**src/hdl/redriver_ctrl_map.svh**
```systemverilog
// Constants of the redriver mode and strap control block.
// Assumes five-level pins arrive as 3-bit level codes from a level detector.
`ifndef REDRIVER_CTRL_MAP_SVH
`define REDRIVER_CTRL_MAP_SVH

// Five-level strap codes
`define LVL_L0 3'h0
`define LVL_L1 3'h1
`define LVL_L2 3'h2
`define LVL_L3 3'h3
`define LVL_L4 3'h4
`define LVL_W 3

// Timing of the block clock and of the EEPROM bus quarter bit
`define CLK_PERIOD_NS 100
`define BUS_QUARTER_NS 2500
`define BUS_QUARTER_CYC (`BUS_QUARTER_NS / `CLK_PERIOD_NS)
`define DIV_W 8

// EEPROM read: 7-bit device address, read flag, number of bytes loaded
`define EE_DEV_ADDR 7'h50
`define EE_READ_BIT 1'h1
`define EE_BYTES 8
`define EE_BYTE_W 4

// Cycles the strap synchronisers need before the power-up sample
`define STRAP_SETTLE 2'h3

`endif

```
**src/hdl/redriver_ctrl_pkg.sv**
```systemverilog
// Types shared by the redriver mode and strap control block.
// Assumes redriver_ctrl_map.svh is on the include path.
`include "redriver_ctrl_map.svh"

package redriver_ctrl_pkg;

	// Control source chosen by the mode strap
	typedef enum logic [1:0] {
		MODE_PIN,
		MODE_EEPROM,
		MODE_SECONDARY,
		MODE_RESERVED
	} ctrl_mode_t;

	// EEPROM loader sequence
	typedef enum logic [3:0] {
		LD_IDLE,
		LD_START,
		LD_ADDR,
		LD_ADDR_ACK,
		LD_READ,
		LD_MACK,
		LD_STOP,
		LD_DONE,
		LD_FAIL
	} ld_state_t;

	// Whole state of the control block
	typedef struct packed {
		logic [`LVL_W-1:0] mode_s1;
		logic [`LVL_W-1:0] mode_s2;
		logic [7*`LVL_W-1:0] strap_s1;
		logic [7*`LVL_W-1:0] strap_s2;
		logic [7*`LVL_W-1:0] strap_q;
		logic [1:0] settle;
		logic sampled;
		logic [1:0] pd_s1;
		logic [1:0] pd_s2;
		logic [1:0] pd_q;
		logic restart;
		logic ren_s1;
		logic ren_s2;
		logic scl_s1;
		logic scl_s2;
		logic sda_s1;
		logic sda_s2;
		ctrl_mode_t mode;
		ld_state_t ld;
		logic [`DIV_W-1:0] div;
		logic [1:0] quarter;
		logic [2:0] bitn;
		logic [`EE_BYTE_W-1:0] bytn;
		logic [7:0] shreg;
		logic [`EE_BYTES*8-1:0] cfg;
		logic fail;
		logic scl_low;
		logic sda_low;
	} ctrl_state_t;

endpackage

```
**src/hdl/redriver_mode_and_strap_control.sv**
```systemverilog
// Mode strap decode, power-up strap capture, EEPROM loader and power-down
// control of an eight-channel redriver.
// Assumes all pins are asynchronous to mclk_i and that an external
// secondary engine answers on the bus while secondary_enable_o is high.
`timescale 1ns/1ps
`include "redriver_ctrl_map.svh"

module redriver_mode_and_strap_control
	import redriver_ctrl_pkg::*;
(
	input wire logic mclk_i,
	input wire logic rst_n_i,
	input wire logic [`LVL_W-1:0] mode_level_i,
	input wire logic [`LVL_W-1:0] eq_or_bus_addr_strap_a_i,
	input wire logic [`LVL_W-1:0] eq_or_bus_addr_strap_b_i,
	input wire logic [`LVL_W-1:0] upper_bank_boost_strap_a_i,
	input wire logic [`LVL_W-1:0] upper_bank_boost_strap_b_i,
	input wire logic [`LVL_W-1:0] lower_bank_flat_gain_level_i,
	input wire logic [`LVL_W-1:0] upper_bank_flat_gain_strap_i,
	input wire logic [`LVL_W-1:0] rxdetect_strap_level_i,
	input wire logic lower_bank_powerdown_i,
	input wire logic upper_bank_powerdown_i,
	input wire logic read_en_n_i,
	input wire logic rxdetect_strap_or_bus_clock_i,
	input wire logic lower_bank_flat_gain_or_bus_data_i,
	output logic rxdetect_strap_or_bus_clock_o,
	output logic rxdetect_strap_or_bus_clock_oe_n_o,
	output logic lower_bank_flat_gain_or_bus_data_o,
	output logic lower_bank_flat_gain_or_bus_data_oe_n_o,
	output logic load_done_n_o,
	output logic load_done_n_oe_n_o,
	output logic mode_pin_o,
	output logic mode_eeprom_o,
	output logic mode_secondary_o,
	output logic mode_reserved_o,
	output logic secondary_enable_o,
	output logic strap_cfg_valid_o,
	output logic [`LVL_W-1:0] bus_addr_a_o,
	output logic [`LVL_W-1:0] bus_addr_b_o,
	output logic [`LVL_W-1:0] upper_boost_a_o,
	output logic [`LVL_W-1:0] upper_boost_b_o,
	output logic [`LVL_W-1:0] lower_flat_gain_o,
	output logic [`LVL_W-1:0] upper_flat_gain_o,
	output logic [`LVL_W-1:0] rxdetect_strap_o,
	output logic [`EE_BYTES*8-1:0] eeprom_cfg_o,
	output logic eeprom_cfg_valid_o,
	output logic signal_path_enable_o,
	output logic lower_bank_powerdown_o,
	output logic upper_bank_powerdown_o,
	output logic rxdetect_restart_o
);

	localparam logic [`DIV_W-1:0] QUARTER_LAST =
		`DIV_W'(`BUS_QUARTER_CYC - 1);
	localparam logic [`EE_BYTE_W-1:0] LAST_BYTE =
		`EE_BYTE_W'(`EE_BYTES - 1);
	localparam logic [7:0] ADDR_BYTE = {`EE_DEV_ADDR, `EE_READ_BIT};

	ctrl_state_t s;
	ctrl_state_t n;
	logic tick;
	logic serial_mode;
	logic loading;

	// Quarter-bit enable for the EEPROM bus
	assign tick = (s.div == QUARTER_LAST);
	assign serial_mode = (s.mode == MODE_EEPROM) || (s.mode == MODE_SECONDARY);
	assign loading = (s.ld != LD_IDLE) && (s.ld != LD_DONE) &&
		(s.ld != LD_FAIL);

	// Next state of the whole block
	always_comb begin
		n = s;
		n.restart = 1'b0;

		// Two-flop synchronisers on every pin
		n.mode_s1 = mode_level_i;
		n.mode_s2 = s.mode_s1;
		n.strap_s1 = {eq_or_bus_addr_strap_a_i, eq_or_bus_addr_strap_b_i,
			upper_bank_boost_strap_a_i, upper_bank_boost_strap_b_i,
			lower_bank_flat_gain_level_i, upper_bank_flat_gain_strap_i,
			rxdetect_strap_level_i};
		n.strap_s2 = s.strap_s1;
		n.pd_s1 = {upper_bank_powerdown_i, lower_bank_powerdown_i};
		n.pd_s2 = s.pd_s1;
		n.ren_s1 = read_en_n_i;
		n.ren_s2 = s.ren_s1;
		n.scl_s1 = rxdetect_strap_or_bus_clock_i;
		n.scl_s2 = s.scl_s1;
		n.sda_s1 = lower_bank_flat_gain_or_bus_data_i;
		n.sda_s2 = s.sda_s1;

		// One power-up sample of the straps, then held
		// Waits until both synchroniser flops carry real pin levels
		if (!s.sampled) begin
			if (s.settle == `STRAP_SETTLE) begin
				n.strap_q = s.strap_s2;
				n.sampled = 1'b1;
			end else begin
				n.settle = s.settle + 2'h1;
			end
		end

		// Power-down levels; any toggle restarts receiver detect
		n.pd_q = s.pd_s2;
		if (s.pd_q != s.pd_s2) begin
			n.restart = 1'b1;
		end

		// Mode strap followed continuously, not just at power-up
		case (s.mode_s2)
			`LVL_L0: n.mode = MODE_PIN;
			`LVL_L1: n.mode = MODE_EEPROM;
			`LVL_L2: n.mode = MODE_SECONDARY;
			default: n.mode = MODE_RESERVED;
		endcase

		// Quarter-bit divider runs only while the loader is busy
		// Cleared in idle so every frame opens on a full quarter
		if (loading && !tick) begin
			n.div = s.div + `DIV_W'(1);
		end else begin
			n.div = '0;
		end
		if (loading && tick) begin
			n.quarter = s.quarter + 2'h1;
		end

		// EEPROM loader; quarters: 0 low, 1-2 high, 3 low
		case (s.ld)
			LD_IDLE: begin
				n.quarter = 2'h0;
				n.scl_low = 1'b0;
				n.sda_low = 1'b0;
				n.fail = 1'b0;
				// Read-enable only looked at in EEPROM mode, bus idle
				// Mode decode lags the read-enable flops by one edge, so the
				// synchronised level must still say L1 as well
				if (s.mode == MODE_EEPROM && s.mode_s2 == `LVL_L1 &&
					s.sampled && !s.ren_s2 && s.scl_s2 && s.sda_s2) begin
					n.ld = LD_START;
				end
			end
			LD_START: begin
				if (tick) begin
					case (s.quarter)
						2'h1: n.sda_low = 1'b1;
						2'h2: n.scl_low = 1'b1;
						2'h3: begin
							n.shreg = ADDR_BYTE;
							n.bitn = 3'h7;
							n.sda_low = ~ADDR_BYTE[7];
							n.ld = LD_ADDR;
						end
						default: n.scl_low = 1'b0;
					endcase
				end
			end
			LD_ADDR: begin
				if (tick) begin
					case (s.quarter)
						2'h0: n.scl_low = 1'b0;
						2'h1: begin
							// Another primary pulled data low: back off
							if (!s.sda_low && !s.sda_s2) begin
								n.ld = LD_IDLE;
							end
						end
						2'h2: n.scl_low = 1'b1;
						default: begin
							if (s.bitn == 3'h0) begin
								n.sda_low = 1'b0;
								n.ld = LD_ADDR_ACK;
							end else begin
								n.shreg = {s.shreg[6:0], 1'b0};
								n.sda_low = ~s.shreg[6];
								n.bitn = s.bitn - 3'h1;
							end
						end
					endcase
				end
			end
			// Missing acknowledge ends the frame with a stop, then fail
			LD_ADDR_ACK: begin
				if (tick) begin
					case (s.quarter)
						2'h0: n.scl_low = 1'b0;
						2'h1: n.fail = s.sda_s2;
						2'h2: n.scl_low = 1'b1;
						default: begin
							n.bitn = 3'h7;
							n.bytn = '0;
							n.sda_low = s.fail;
							n.ld = s.fail ? LD_STOP : LD_READ;
						end
					endcase
				end
			end
			// Data taken in the middle of the high phase, past the synchroniser delay
			LD_READ: begin
				if (tick) begin
					case (s.quarter)
						2'h0: n.scl_low = 1'b0;
						2'h1: n.shreg = {s.shreg[6:0], s.sda_s2};
						2'h2: n.scl_low = 1'b1;
						default: begin
							if (s.bitn == 3'h0) begin
								n.cfg[s.bytn*8 +: 8] = s.shreg;
								// Acknowledge all but the last byte
								n.sda_low = (s.bytn != LAST_BYTE);
								n.ld = LD_MACK;
							end else begin
								n.bitn = s.bitn - 3'h1;
							end
						end
					endcase
				end
			end
			// Primary acknowledge after each byte, not after the last
			LD_MACK: begin
				if (tick) begin
					case (s.quarter)
						2'h0: n.scl_low = 1'b0;
						2'h2: n.scl_low = 1'b1;
						2'h3: begin
							if (s.bytn == LAST_BYTE) begin
								n.sda_low = 1'b1;
								n.ld = LD_STOP;
							end else begin
								n.sda_low = 1'b0;
								n.bitn = 3'h7;
								n.bytn = s.bytn + `EE_BYTE_W'(1);
								n.ld = LD_READ;
							end
						end
						default: n.scl_low = 1'b0;
					endcase
				end
			end
			// Data rises while the clock is high to close the frame
			LD_STOP: begin
				if (tick) begin
					case (s.quarter)
						2'h0: n.scl_low = 1'b0;
						2'h1: n.sda_low = 1'b0;
						2'h3: n.ld = s.fail ? LD_FAIL : LD_DONE;
						default: n.sda_low = 1'b0;
					endcase
				end
			end
			LD_DONE: begin
				// Read-enable may stay low; nothing more happens
				n.scl_low = 1'b0;
				n.sda_low = 1'b0;
			end
			LD_FAIL: begin
				n.scl_low = 1'b0;
				n.sda_low = 1'b0;
			end
			default: n.ld = LD_IDLE;
		endcase

		// Leaving EEPROM mode abandons the load and frees the bus
		if (s.mode != MODE_EEPROM) begin
			n.ld = LD_IDLE;
			n.scl_low = 1'b0;
			n.sda_low = 1'b0;
		end
	end

	// State register
	// Reset stands for power-up; every field restarts from a constant
	always_ff @(posedge mclk_i or negedge rst_n_i) begin
		if (!rst_n_i) begin
			s <= '{mode: MODE_RESERVED, ld: LD_IDLE, default: '0};
		end else begin
			s <= n;
		end
	end

	// Mode flags and secondary enable
	// Reserved levels: no bus and done released as in strap mode, but strap_cfg_valid_o stays low
	assign mode_pin_o = (s.mode == MODE_PIN);
	assign mode_eeprom_o = (s.mode == MODE_EEPROM);
	assign mode_secondary_o = (s.mode == MODE_SECONDARY);
	assign mode_reserved_o = (s.mode == MODE_RESERVED);
	assign secondary_enable_o = serial_mode;

	// Power-up strap values, held until the next reset
	assign strap_cfg_valid_o = s.sampled && (s.mode == MODE_PIN);
	assign bus_addr_a_o = s.strap_q[7*`LVL_W-1 -: `LVL_W];
	assign bus_addr_b_o = s.strap_q[6*`LVL_W-1 -: `LVL_W];
	assign upper_boost_a_o = s.strap_q[5*`LVL_W-1 -: `LVL_W];
	assign upper_boost_b_o = s.strap_q[4*`LVL_W-1 -: `LVL_W];
	assign lower_flat_gain_o = s.strap_q[3*`LVL_W-1 -: `LVL_W];
	assign upper_flat_gain_o = s.strap_q[2*`LVL_W-1 -: `LVL_W];
	assign rxdetect_strap_o = s.strap_q[`LVL_W-1:0];

	// Loaded configuration
	assign eeprom_cfg_o = s.cfg;
	assign eeprom_cfg_valid_o = (s.ld == LD_DONE);

	// Path is off while the EEPROM load runs
	assign signal_path_enable_o = s.sampled && !loading;
	assign lower_bank_powerdown_o = s.pd_q[0];
	assign upper_bank_powerdown_o = s.pd_q[1];
	assign rxdetect_restart_o = s.restart;

	// Open-drain pins: output held low, enable low pulls the wire down
	// Only the enables move, so a pin is never driven high
	assign rxdetect_strap_or_bus_clock_o = 1'b0;
	assign rxdetect_strap_or_bus_clock_oe_n_o = ~s.scl_low;
	assign lower_bank_flat_gain_or_bus_data_o = 1'b0;
	assign lower_bank_flat_gain_or_bus_data_oe_n_o = ~s.sda_low;
	assign load_done_n_o = 1'b0;
	// Pulled low only on success in EEPROM mode, released otherwise
	assign load_done_n_oe_n_o = ~((s.mode == MODE_EEPROM) &&
		(s.ld == LD_DONE));

endmodule

```
**config.mk**
```make
export PLATFORM = sky130hd
export DESIGN_NAME = redriver_mode_and_strap_control
export DESIGN_NICKNAME = d
export VERILOG_FILES = /design/src/hdl/redriver_ctrl_pkg.sv /design/src/hdl/redriver_mode_and_strap_control.sv
export VERILOG_INCLUDE_DIRS = /design/src /design/src/hdl
export SDC_FILE = /design/constraint.sdc
export NUM_CORES = 1
export LEC_CHECK = 0
export ABC_AREA = 1
export BUFFER_PORTS_ARGS = -buffer_cell sky130_fd_sc_hd__buf_4
export CAP_MARGIN = 20
export CORE_MARGIN = 10
export CORE_UTILIZATION = 44
export CTS_CLUSTER_DIAMETER = 80
export DETAILED_ROUTE_END_ITERATION = 10
export HOLD_SLACK_MARGIN = 0.06
export PLACE_DENSITY = 0.63
export SYNTH_ARGS = -nofsm -noshare
export SYNTH_HDL_FRONTEND = slang
export SYNTH_SLANG_ARGS = --single-unit
```
**constraint.sdc**
```tcl
create_clock -name mclk_i -period 2.5 [get_ports mclk_i]
set_clock_uncertainty 0.05 [all_clocks]
set_input_delay 0.5 -clock mclk_i [delete_from_list [all_inputs] [get_ports mclk_i]]
set_output_delay 0.5 -clock mclk_i [all_outputs]
set_load 0.1 [all_outputs]
```
Yosys cells after proc, flatten, opt, wreduce, memory -nomap -nowiden
Cells that the tools add are included.
{"block": "totals", "input_bits": 31, "output_inout_bits": 102, "ff_bits": 183}
{"block": "op_classes", "n_eq_ne": 63, "shift": 2, "addsub": 6, "bitwise_logic": 7, "n_mux": 74, "reduce_logical": 48}
{"cell": "2-to-1 mux 64 bit", "count": 2}
{"cell": "2-to-1 mux 72 bit", "count": 1}
{"cell": "2-to-1 mux 4 bit", "count": 17}
{"cell": "bitwise mux 64 bit", "count": 1}
{"cell": "variable shift 8 x 34 -> 64 bit, first input constant", "count": 1}
{"cell": "variable part select 8 x 34 -> 64 bit", "count": 1}
{"cell": "2-to-1 mux 8 bit", "count": 7}
{"cell": "inequality test 3 bit, second input constant", "count": 18}
{"cell": "2-to-1 mux 7 bit", "count": 5}
{"cell": "negation 7 -> 34 bit", "count": 1}
{"cell": "one-hot mux 4 bit (8 select lines)", "count": 1}
{"cell": "inequality test 2 bit, second input constant", "count": 13}
{"cell": "one-hot mux 8 bit (3 select lines)", "count": 1}
{"cell": "equality test 4 x 3 -> 1 bit, second input constant", "count": 5}
{"cell": "2-to-1 mux 2 bit", "count": 10}
{"cell": "2-to-1 mux 3 bit", "count": 6}
{"cell": "AND reduction 17 bit", "count": 1}
{"cell": "inequality test 4 x 3 -> 1 bit, second input constant", "count": 4}
{"cell": "one-hot mux 4 bit (2 select lines)", "count": 2}
{"cell": "one-hot mux 2 bit (7 select lines)", "count": 1}
{"cell": "AND reduction 14 bit", "count": 1}
{"cell": "logical AND 1 bit", "count": 13}
{"cell": "2-to-1 mux 1 bit", "count": 13}
{"cell": "one-hot mux 3 bit (4 select lines)", "count": 1}
{"cell": "37 further kinds", "count": 74}

Logic depth before layout (Yosys ltp)
Gate-level depths: netlist of run 1.
{"block": "logic_depth", "ltp_word": 9, "ltp_mapped": 13}

Worst setup path after synthesis of run 1
OpenSTA, ideal clock, no wires.
{"block": "synth_timing", "path_type": "register -> output", "from": "reg s[95] (netlist name)", "to": "out load_done_n_oe_n_o", "setup_slack_ns": -1.037, "path_stages_with_launch": 5, "path_buffers": 0, "arrival_time_ns": 2.987, "path_cell_list": "dfrtp_1 > inv_2 > nand2_2 > nor2_1 > nand2_1"}
{"block": "synth_between", "elab_chain_cells": 3}
{"item": "start: declaration", "line_no": "redriver_mode_and_strap_control.sv:59", "text": "ctrl_state_t s;"}
{"item": "start signal: assignment", "line_no": "redriver_mode_and_strap_control.sv:277", "text": "s <= n;"}
{"item": "equality test 4 x 3 -> 1 bit"}
{"item": "net eeprom_cfg_valid_o", "line_no": "redriver_mode_and_strap_control.sv:46", "text": "output logic eeprom_cfg_valid_o,"}
{"item": "logical AND 1 bit", "line_no": "redriver_mode_and_strap_control.sv:317", "text": "assign load_done_n_oe_n_o = ~((s.mode == MODE_EEPROM) &&"}
{"item": "NOT 1 bit", "line_no": "redriver_mode_and_strap_control.sv:317"}
{"item": "end: declaration", "line_no": "redriver_mode_and_strap_control.sv:31", "text": "output logic load_done_n_oe_n_o,"}
The timed path passes the listed nets, and every way through them passes these cells.

Worst setup path after layout of run 1
{"block": "layout_timing", "from": "reg s[97] (netlist name)", "to": "out load_done_n_oe_n_o"}
{"block": "layout_between", "elab_chain_cells": 3}
{"item": "equality test 2 x 1 -> 1 bit", "line_no": "redriver_mode_and_strap_control.sv:317"}
{"item": "logical AND 1 bit", "line_no": "redriver_mode_and_strap_control.sv:317"}
{"item": "NOT 1 bit", "line_no": "redriver_mode_and_strap_control.sv:317"}
Every way passes these cells.

==> results by group, run 1 <==
Timing
  • Setup ws final: 195 ps
  • Unrepaired setup endpoints after global routing: false
  • Post-route clock period utilization: 0.922
  • Final hold vios: 0
  • Count of final setup violators: 0
  • Minimum clock period: roughly 2300 ps
  • Slew margin rel.: 0.506
  • Hold slack: 115 ps
  • Worst slew pin tran: 735 ps
  • Max-slew violations: 0
  • Max Clk Rate: 434 MHz

Power
  • Power Dens Cells: a little under 700 nW/um^2
  • Pleak: about 5 nW
  • Overall power: 0.00667 W
  • Maximum vdd drop: 0.454 mV

Place
  • Number of port buffers: about 130
  • Post-Place Setup Slack: around 240 ps
  • Cells after DPL: 1224
  • GPL Wtd Cong: between 0.9 and 1
  • HPWL after DPL: 14200 um

Global routing
  • GR Util All Layers: 0.150
  • Largest net degree at the start of global routing: 66
  • Grt total ovfl: 0
  • Initial antenna violation count: 0
  • Vias in the first global route: approximately 6100
  • First-pass GRT wire length: ~31000 um

Worst setup path
  • Crit path launch type: flop
  • Req. time, crit path: just under 2000 ps
  • Crit-path max FO: 12
  • Worst EP arrival: around 1800 ps
  • Crit end category: primary output
  • WS Path Type: reg2out

Clocking
  • Total CTS buffers: 17
  • H-tree depth: 4
  • TritonCTS clock tree: built
  • Clock Tree Buf Depth: 2
  • Clk_lat worst skew: around 430 ps
  • Number of clock sinks: about 180
  • CTS root buf: clkbuf_16
  • Clock-pin slew on the worst setup and hold paths: approximately 80 ps

Layout
  • Layout Nets: roughly 1000
  • Area delta synth->final: 16.2%
  • Final Non-Filler Cells: roughly 1300
  • Fraction of layout cells with a size suffix above 1: 0.241
  • Diode count: 0

Floorplanning
  • Die extent in x: about 160 um
  • Core outline area: between 15000 and 20000 um^2
  • Starting Density: 0.450
  • Die Y: between 150 and 200 um
  • Row count: 50
  • Die ar.: 25200 um^2
  • I/O Pins: between 100 and 150

Yosys
  • Netlist cell types: 37
  • Synth Instances: 920
  • Share of the synthesized area in the top cell type: 0.534
  • Post-Syn Area: between 8000 and 9000 um^2
  • Seq/Total Area, Yosys: 0.541
  • Leading area contributor after synthesis: dfrtp_1
  • Synthesized area per cell: between 9 and 10 um^2
  • Yosys reg bits: ~180
  • Area contributors post-synth: dfrtp_1 53%, nand2_1 10%, buf_4 7.8%
  • Ys Warns: 0

Detailed routing
  • Final ANT Viol Nets: 0
  • Router iterations before antenna repair: 4
  • DR vias: about 6200
  • Final WL: between 15000 and 20000 um
  • Initial DRC count: 369
  • Residual DRC: 0
  • Post-DR vias/cell: 4.91
  • Wire per inst: around 15 um

Run
  • MaxCap Viol Count: 0

Min path
  • HP Class: in2reg

Status
  • Status: finished, final reports clean
## synthesized netlist by cell type
master	instances
a21oi_1	11
a31oi_1	2
buf_2	7
buf_4	88
buf_6	4
clkbuf_1	8
clkinv_1	4
conb_1	1
dfrtp_1	181
dfstp_2	2
ha_1	16
inv_1	63
inv_2	5
mux2_2	21
nand2_1	227
nand2_2	7
nand3_1	50
nand3_2	2
nand3_4	1
nand4_1	51
nor2_1	91
nor2_2	6
nor2_4	2
nor3_1	20
nor3_2	2
nor3_4	1
nor3b_1	2
nor3b_4	1
nor4_1	1
o21ai_0	22
o21ai_1	7
o22ai_1	2
o31ai_1	2
or2_2	2
xnor2_1	3
xnor2_2	1
xor2_1	4
## power breakdown
part / internal, W / leakage (nW) / total [W] / switching (W)
clock: 0.00137 / 0.299 / 0.00270 / 0.00133
combinational: 0.000227 / 2.43 / 0.000802 / 0.000575
sequential: 0.00309 / 2.33 / 0.00317 / 0.0000840
## final cells by class
class,instances,area (um^2)
timing repair buffer,152,1180
clock inverter,15,185
inverter,72,270
sequential,183,4580
clock buffer,17,425
multi-input combinational,560,2880
fill,1775,8980
tap,260,325
## critical path: stages (launching register included)
cell and delay (ps):
dfstp_2 560, inv_1 60, ha_2 180, buf_4 180, nand2_2 70, buf_4 280
## layout by cell type, fill, tap and decap left out, drive strengths merged, types with 10 or more instances in the layout
cell type / n
dfrtp: 181
nand4: 51
clkbuf: 18
nand2: 234
a21oi: 11
nor2: 99
mux2: 21
nand3: 53
nor3: 23
ha: 16
o21ai: 29
clkinv: 10
inv: 77
buf: 150
## per-stage QoR
stage                      util  instance area, um^2  TNS [ps]
final                     0.523                 9850         0
after global routing      0.523                 9850         0
after CTS                 0.521                 9820         0
after detailed placement  0.488                 9200         0
after global placement    0.488                 9200         0
after floorplan               -                 8490      -113
## metal layers
layer / wire length [um] / global-route usage / up-vias
met5: 0 / 0 / -
met4: 150 / 0.0489 / 0
met3: 1030 / 0.0374 / 13
met2: 8880 / 0.232 / 186
met1: 8760 / 0.201 / 2962
li1: - / - / 3026
## logic make-up after synthesis
logic type,count (synthesis),synth area share
AO/OA/AOI/OAI,46,0.0283
XOR/XNOR,8,0.00915
adder cells (fa/ha/maj),16,0.0236
buffers and inverters,179,0.123
flip-flops,183,0.541
multiplexers,21,0.0279
other,1,0.000443
AND/OR/NAND/NOR,466,0.247
## what timing repair did
item,CTS,global route
resized for setup,1,3
pin swaps,0,1
setup endpoints to repair,1,1
setup buffers,0,2
hold buffers,1,0
gates cloned,0,0
hold endpoints to repair,58,0
## final timing paths
path / from / cells past startpoint / slack (ps) / to
worst max-delay path: s[97] / 5 / 200 / load_done_n_oe_n_o
worst min-delay path: eq_or_bus_addr_strap_b_i[0] / 1 / 120 / n[150]
worst max register to register: s[79] / 10 / 240 / flop
worst min register to register: n[136] / 0 / 300 / s[136]
max in group asynchronous: rst_n_i / 3 / 1120 / s[148]
min in group asynchronous: rst_n_i / 2 / 560 / async pin
No activity file was read; power rests on OpenSTA's default activity.
==> inputs of run 2 (changes only) <==
Clock period 2.5 ns to 2.8 ns, I/O delays scaled along.
==> run 2 against run 1 <==
Against the previous run: power down 11%; register-to-register slack better by 80 ps; non-clock buffer count down 8; worst hold slack better by 63 ps; clock-buffer cell count up 1; critical path depth up 1; routed wire length down 0.28%; critical endpoint is now signal_path_enable_o.
==> results by group, run 2 (same netlist as run 1, synthesis figures left out) <==
Detailed routing
  • Final ANT Viol Nets: 0
  • Initial DRC count: between 300 and 400
  • Post-DR vias/cell: between 4 and 5
  • Final WL: between 15000 and 20000 um
  • Residual DRC: 0
  • Wire per inst: 15.0 um
  • Router iterations before antenna repair: 5
  • DR vias: between 6000 and 7000

Global routing
  • First-pass GRT wire length: between 30000 and 40000 um
  • Met3 Track Usage GR: 0.0387
  • Grt met1 use: 0.203
  • GR Util All Layers: 0.152
  • Vias in the first global route: a little over 6000
  • Largest net degree at the start of global routing: 73
  • Initial antenna violation count: 0
  • Grt total ovfl: 0
  • M2 GR Usage: 0.238
  • Global route hottest layer: met2

Layout
  • Commonest non-fill, non-tap cell in the layout: nand2_1
  • Final core utilization: 0.519
  • Fraction of layout cells with a size suffix above 1: 0.234
  • Final Non-Filler Cells: 1251
  • Area delta synth->final: 15.3%
  • Diode count: 0
  • Layout Nets: 1025
  • Cell area after layout: a little under 10000 um^2
  • Most frequent cells in the layout: 226 x nand2_1, 181 x dfrtp_1, 140 x buf_4, 89 x nor2_1, 63 x inv_1

Clocking
  • Clk_lat worst skew: ~430 ps
  • H-tree depth: 4
  • Post-CTS setup buffer count: 0
  • TritonCTS clock tree: built
  • Clock Tree Buf Depth: 2
  • Total CTS buffers: 17
  • Clock-pin slew on the worst setup and hold paths: ~80 ps
  • Number of clock sinks: roughly 180
  • CTS root buf: clkbuf_16

Worst setup path
  • WS Path Type: reg2out
  • R2r worst-path depth: 8
  • Req. time, crit path: roughly 2200 ps
  • Crit path largest cell delay: between 400 and 500 ps
  • Crit path cell chain: inv_1, nand2_1, nor2_2, o21ai_0, inv_1, buf_4
  • Worst EP arrival: around 1900 ps
  • CP delay by family, top: buffers and inverters
  • Most frequent CP cell: inv_1
  • Crit end category: primary output
  • Crit path launch type: flop
  • CP bufs+invs: 3
  • Crit-path max FO: 6
  • Flop-to-flop setup slack: 320 ps
  • CP max stage cell: dfrtp_1
  • Reg2reg start: s[77]

Timing
  • Count of final setup violators: 0
  • Setup TNS: 0 ps
  • Minimum clock period: ~2500 ps
  • Post-route clock period utilization: 0.908
  • Final hold vios: 0
  • Slew margin rel.: 0.622
  • Worst slew pin tran: ~560 ps
  • Unrepaired setup endpoints after global routing: false
  • Max-slew violations: 0
  • Max Clk Rate: between 300 and 400 MHz

Min path
  • HP Start: upper_bank_boost_strap_b_i[0]
  • Worst hold endpoint: n[144]
  • HP Class: in2reg
  • Hold depth: 1

Place
  • Post-DP Area: ~9100 um^2
  • Number of port buffers: between 100 and 150
  • HPWL after DPL: between 10000 and 15000 um
  • GPL Wtd Cong: around 0.91
  • Cells after DPL: approximately 1200

Power
  • Clock power share: 0.405
  • P_int: approximately 0.0042 W
  • Pleak: 5.01 nW
  • Comb power frac: 0.119
  • Power Dens Cells: slightly above 600 nW/um^2
  • Maximum vdd drop: around 0.44 mV
  • Seq pwr share: 0.476
  • Net switching power: between 0.0015 and 0.002 W
  • Switching share of power: 0.296
  • Overall power: about 0.006 W

Floorplanning
  • Die extent in x: around 160 um
  • Die Y: about 160 um
  • Row count: 50
  • Starting Density: 0.450
  • Die ar.: about 25000 um^2
  • I/O Pins: 133
  • Core outline area: around 19000 um^2

Status
  • Status: finished, final reports clean

Run
  • MaxCap Viol Count: 0
==> run 2: worst max path at each step <==
| stage | start | end | depth (start not counted) |
|---|---|---|---|
| floorplan | s[95] | load_done_n_oe_n_o | 4 |
| global placement | s[84] | flop | 11 |
| detailed placement | s[77] | flop | 8 |
| CTS | s[92] | signal_path_enable_o | 6 |
| global route | s[92] | signal_path_enable_o | 6 |
| finish | s[92] | signal_path_enable_o | 6 |
==> run 2: per-layer routing <==
metal  part of all wire  vias to the layer above  routed length (um)
met4              0.011                        0                 212
met2               0.47                      160                8870
met5                  0                        -                   0
li1                   -                     3022                   -
met1               0.47                     2895                8770
met3              0.049                       16                 911
==> run 2: cell type report <==
class                           instances  area, um^2
Fill cell                            1788        9060
Timing Repair Buffer                  144        1110
Multi-Input combinational cell        560        2870
Clock inverter                         14         174
Inverter                               72         270
Tap cell                              260         325
Sequential cell                       183        4580
Clock buffer                           18         439
==> run 2: power groups by stage <==
stage / logic [W] / clock network, W / registers [W]
2_1_floorplan: 0.000496 / 0 / 0.00288
3_3_place_gp: 0.000705 / 0 / 0.00288
3_5_place_dp: 0.000708 / 0 / 0.00288
4_1_cts: 0.000716 / 0.00248 / 0.00283
5_1_grt: 0.000782 / 0.00259 / 0.00285
6_report: 0.000706 / 0.00241 / 0.00283
==> run 2: stage by stage <==
stage / hold slack [ps] / setup WS [ps]
finish: 179 / 259
CTS: 158 / 110
detailed placement: 286 / 319
global route: 148 / 45.0
global placement: 281 / 381
floorplan: 214 / 127
==> run 2: timing repair <==
| item | 4_1_cts | 5_1_grt |
|---|---|---|
| hold buffers | 1 | 0 |
| resized for setup | 0 | 1 |
| endpoints found under the setup margin | 0 | 1 |
| hold endpoints to repair | 47 | 0 |
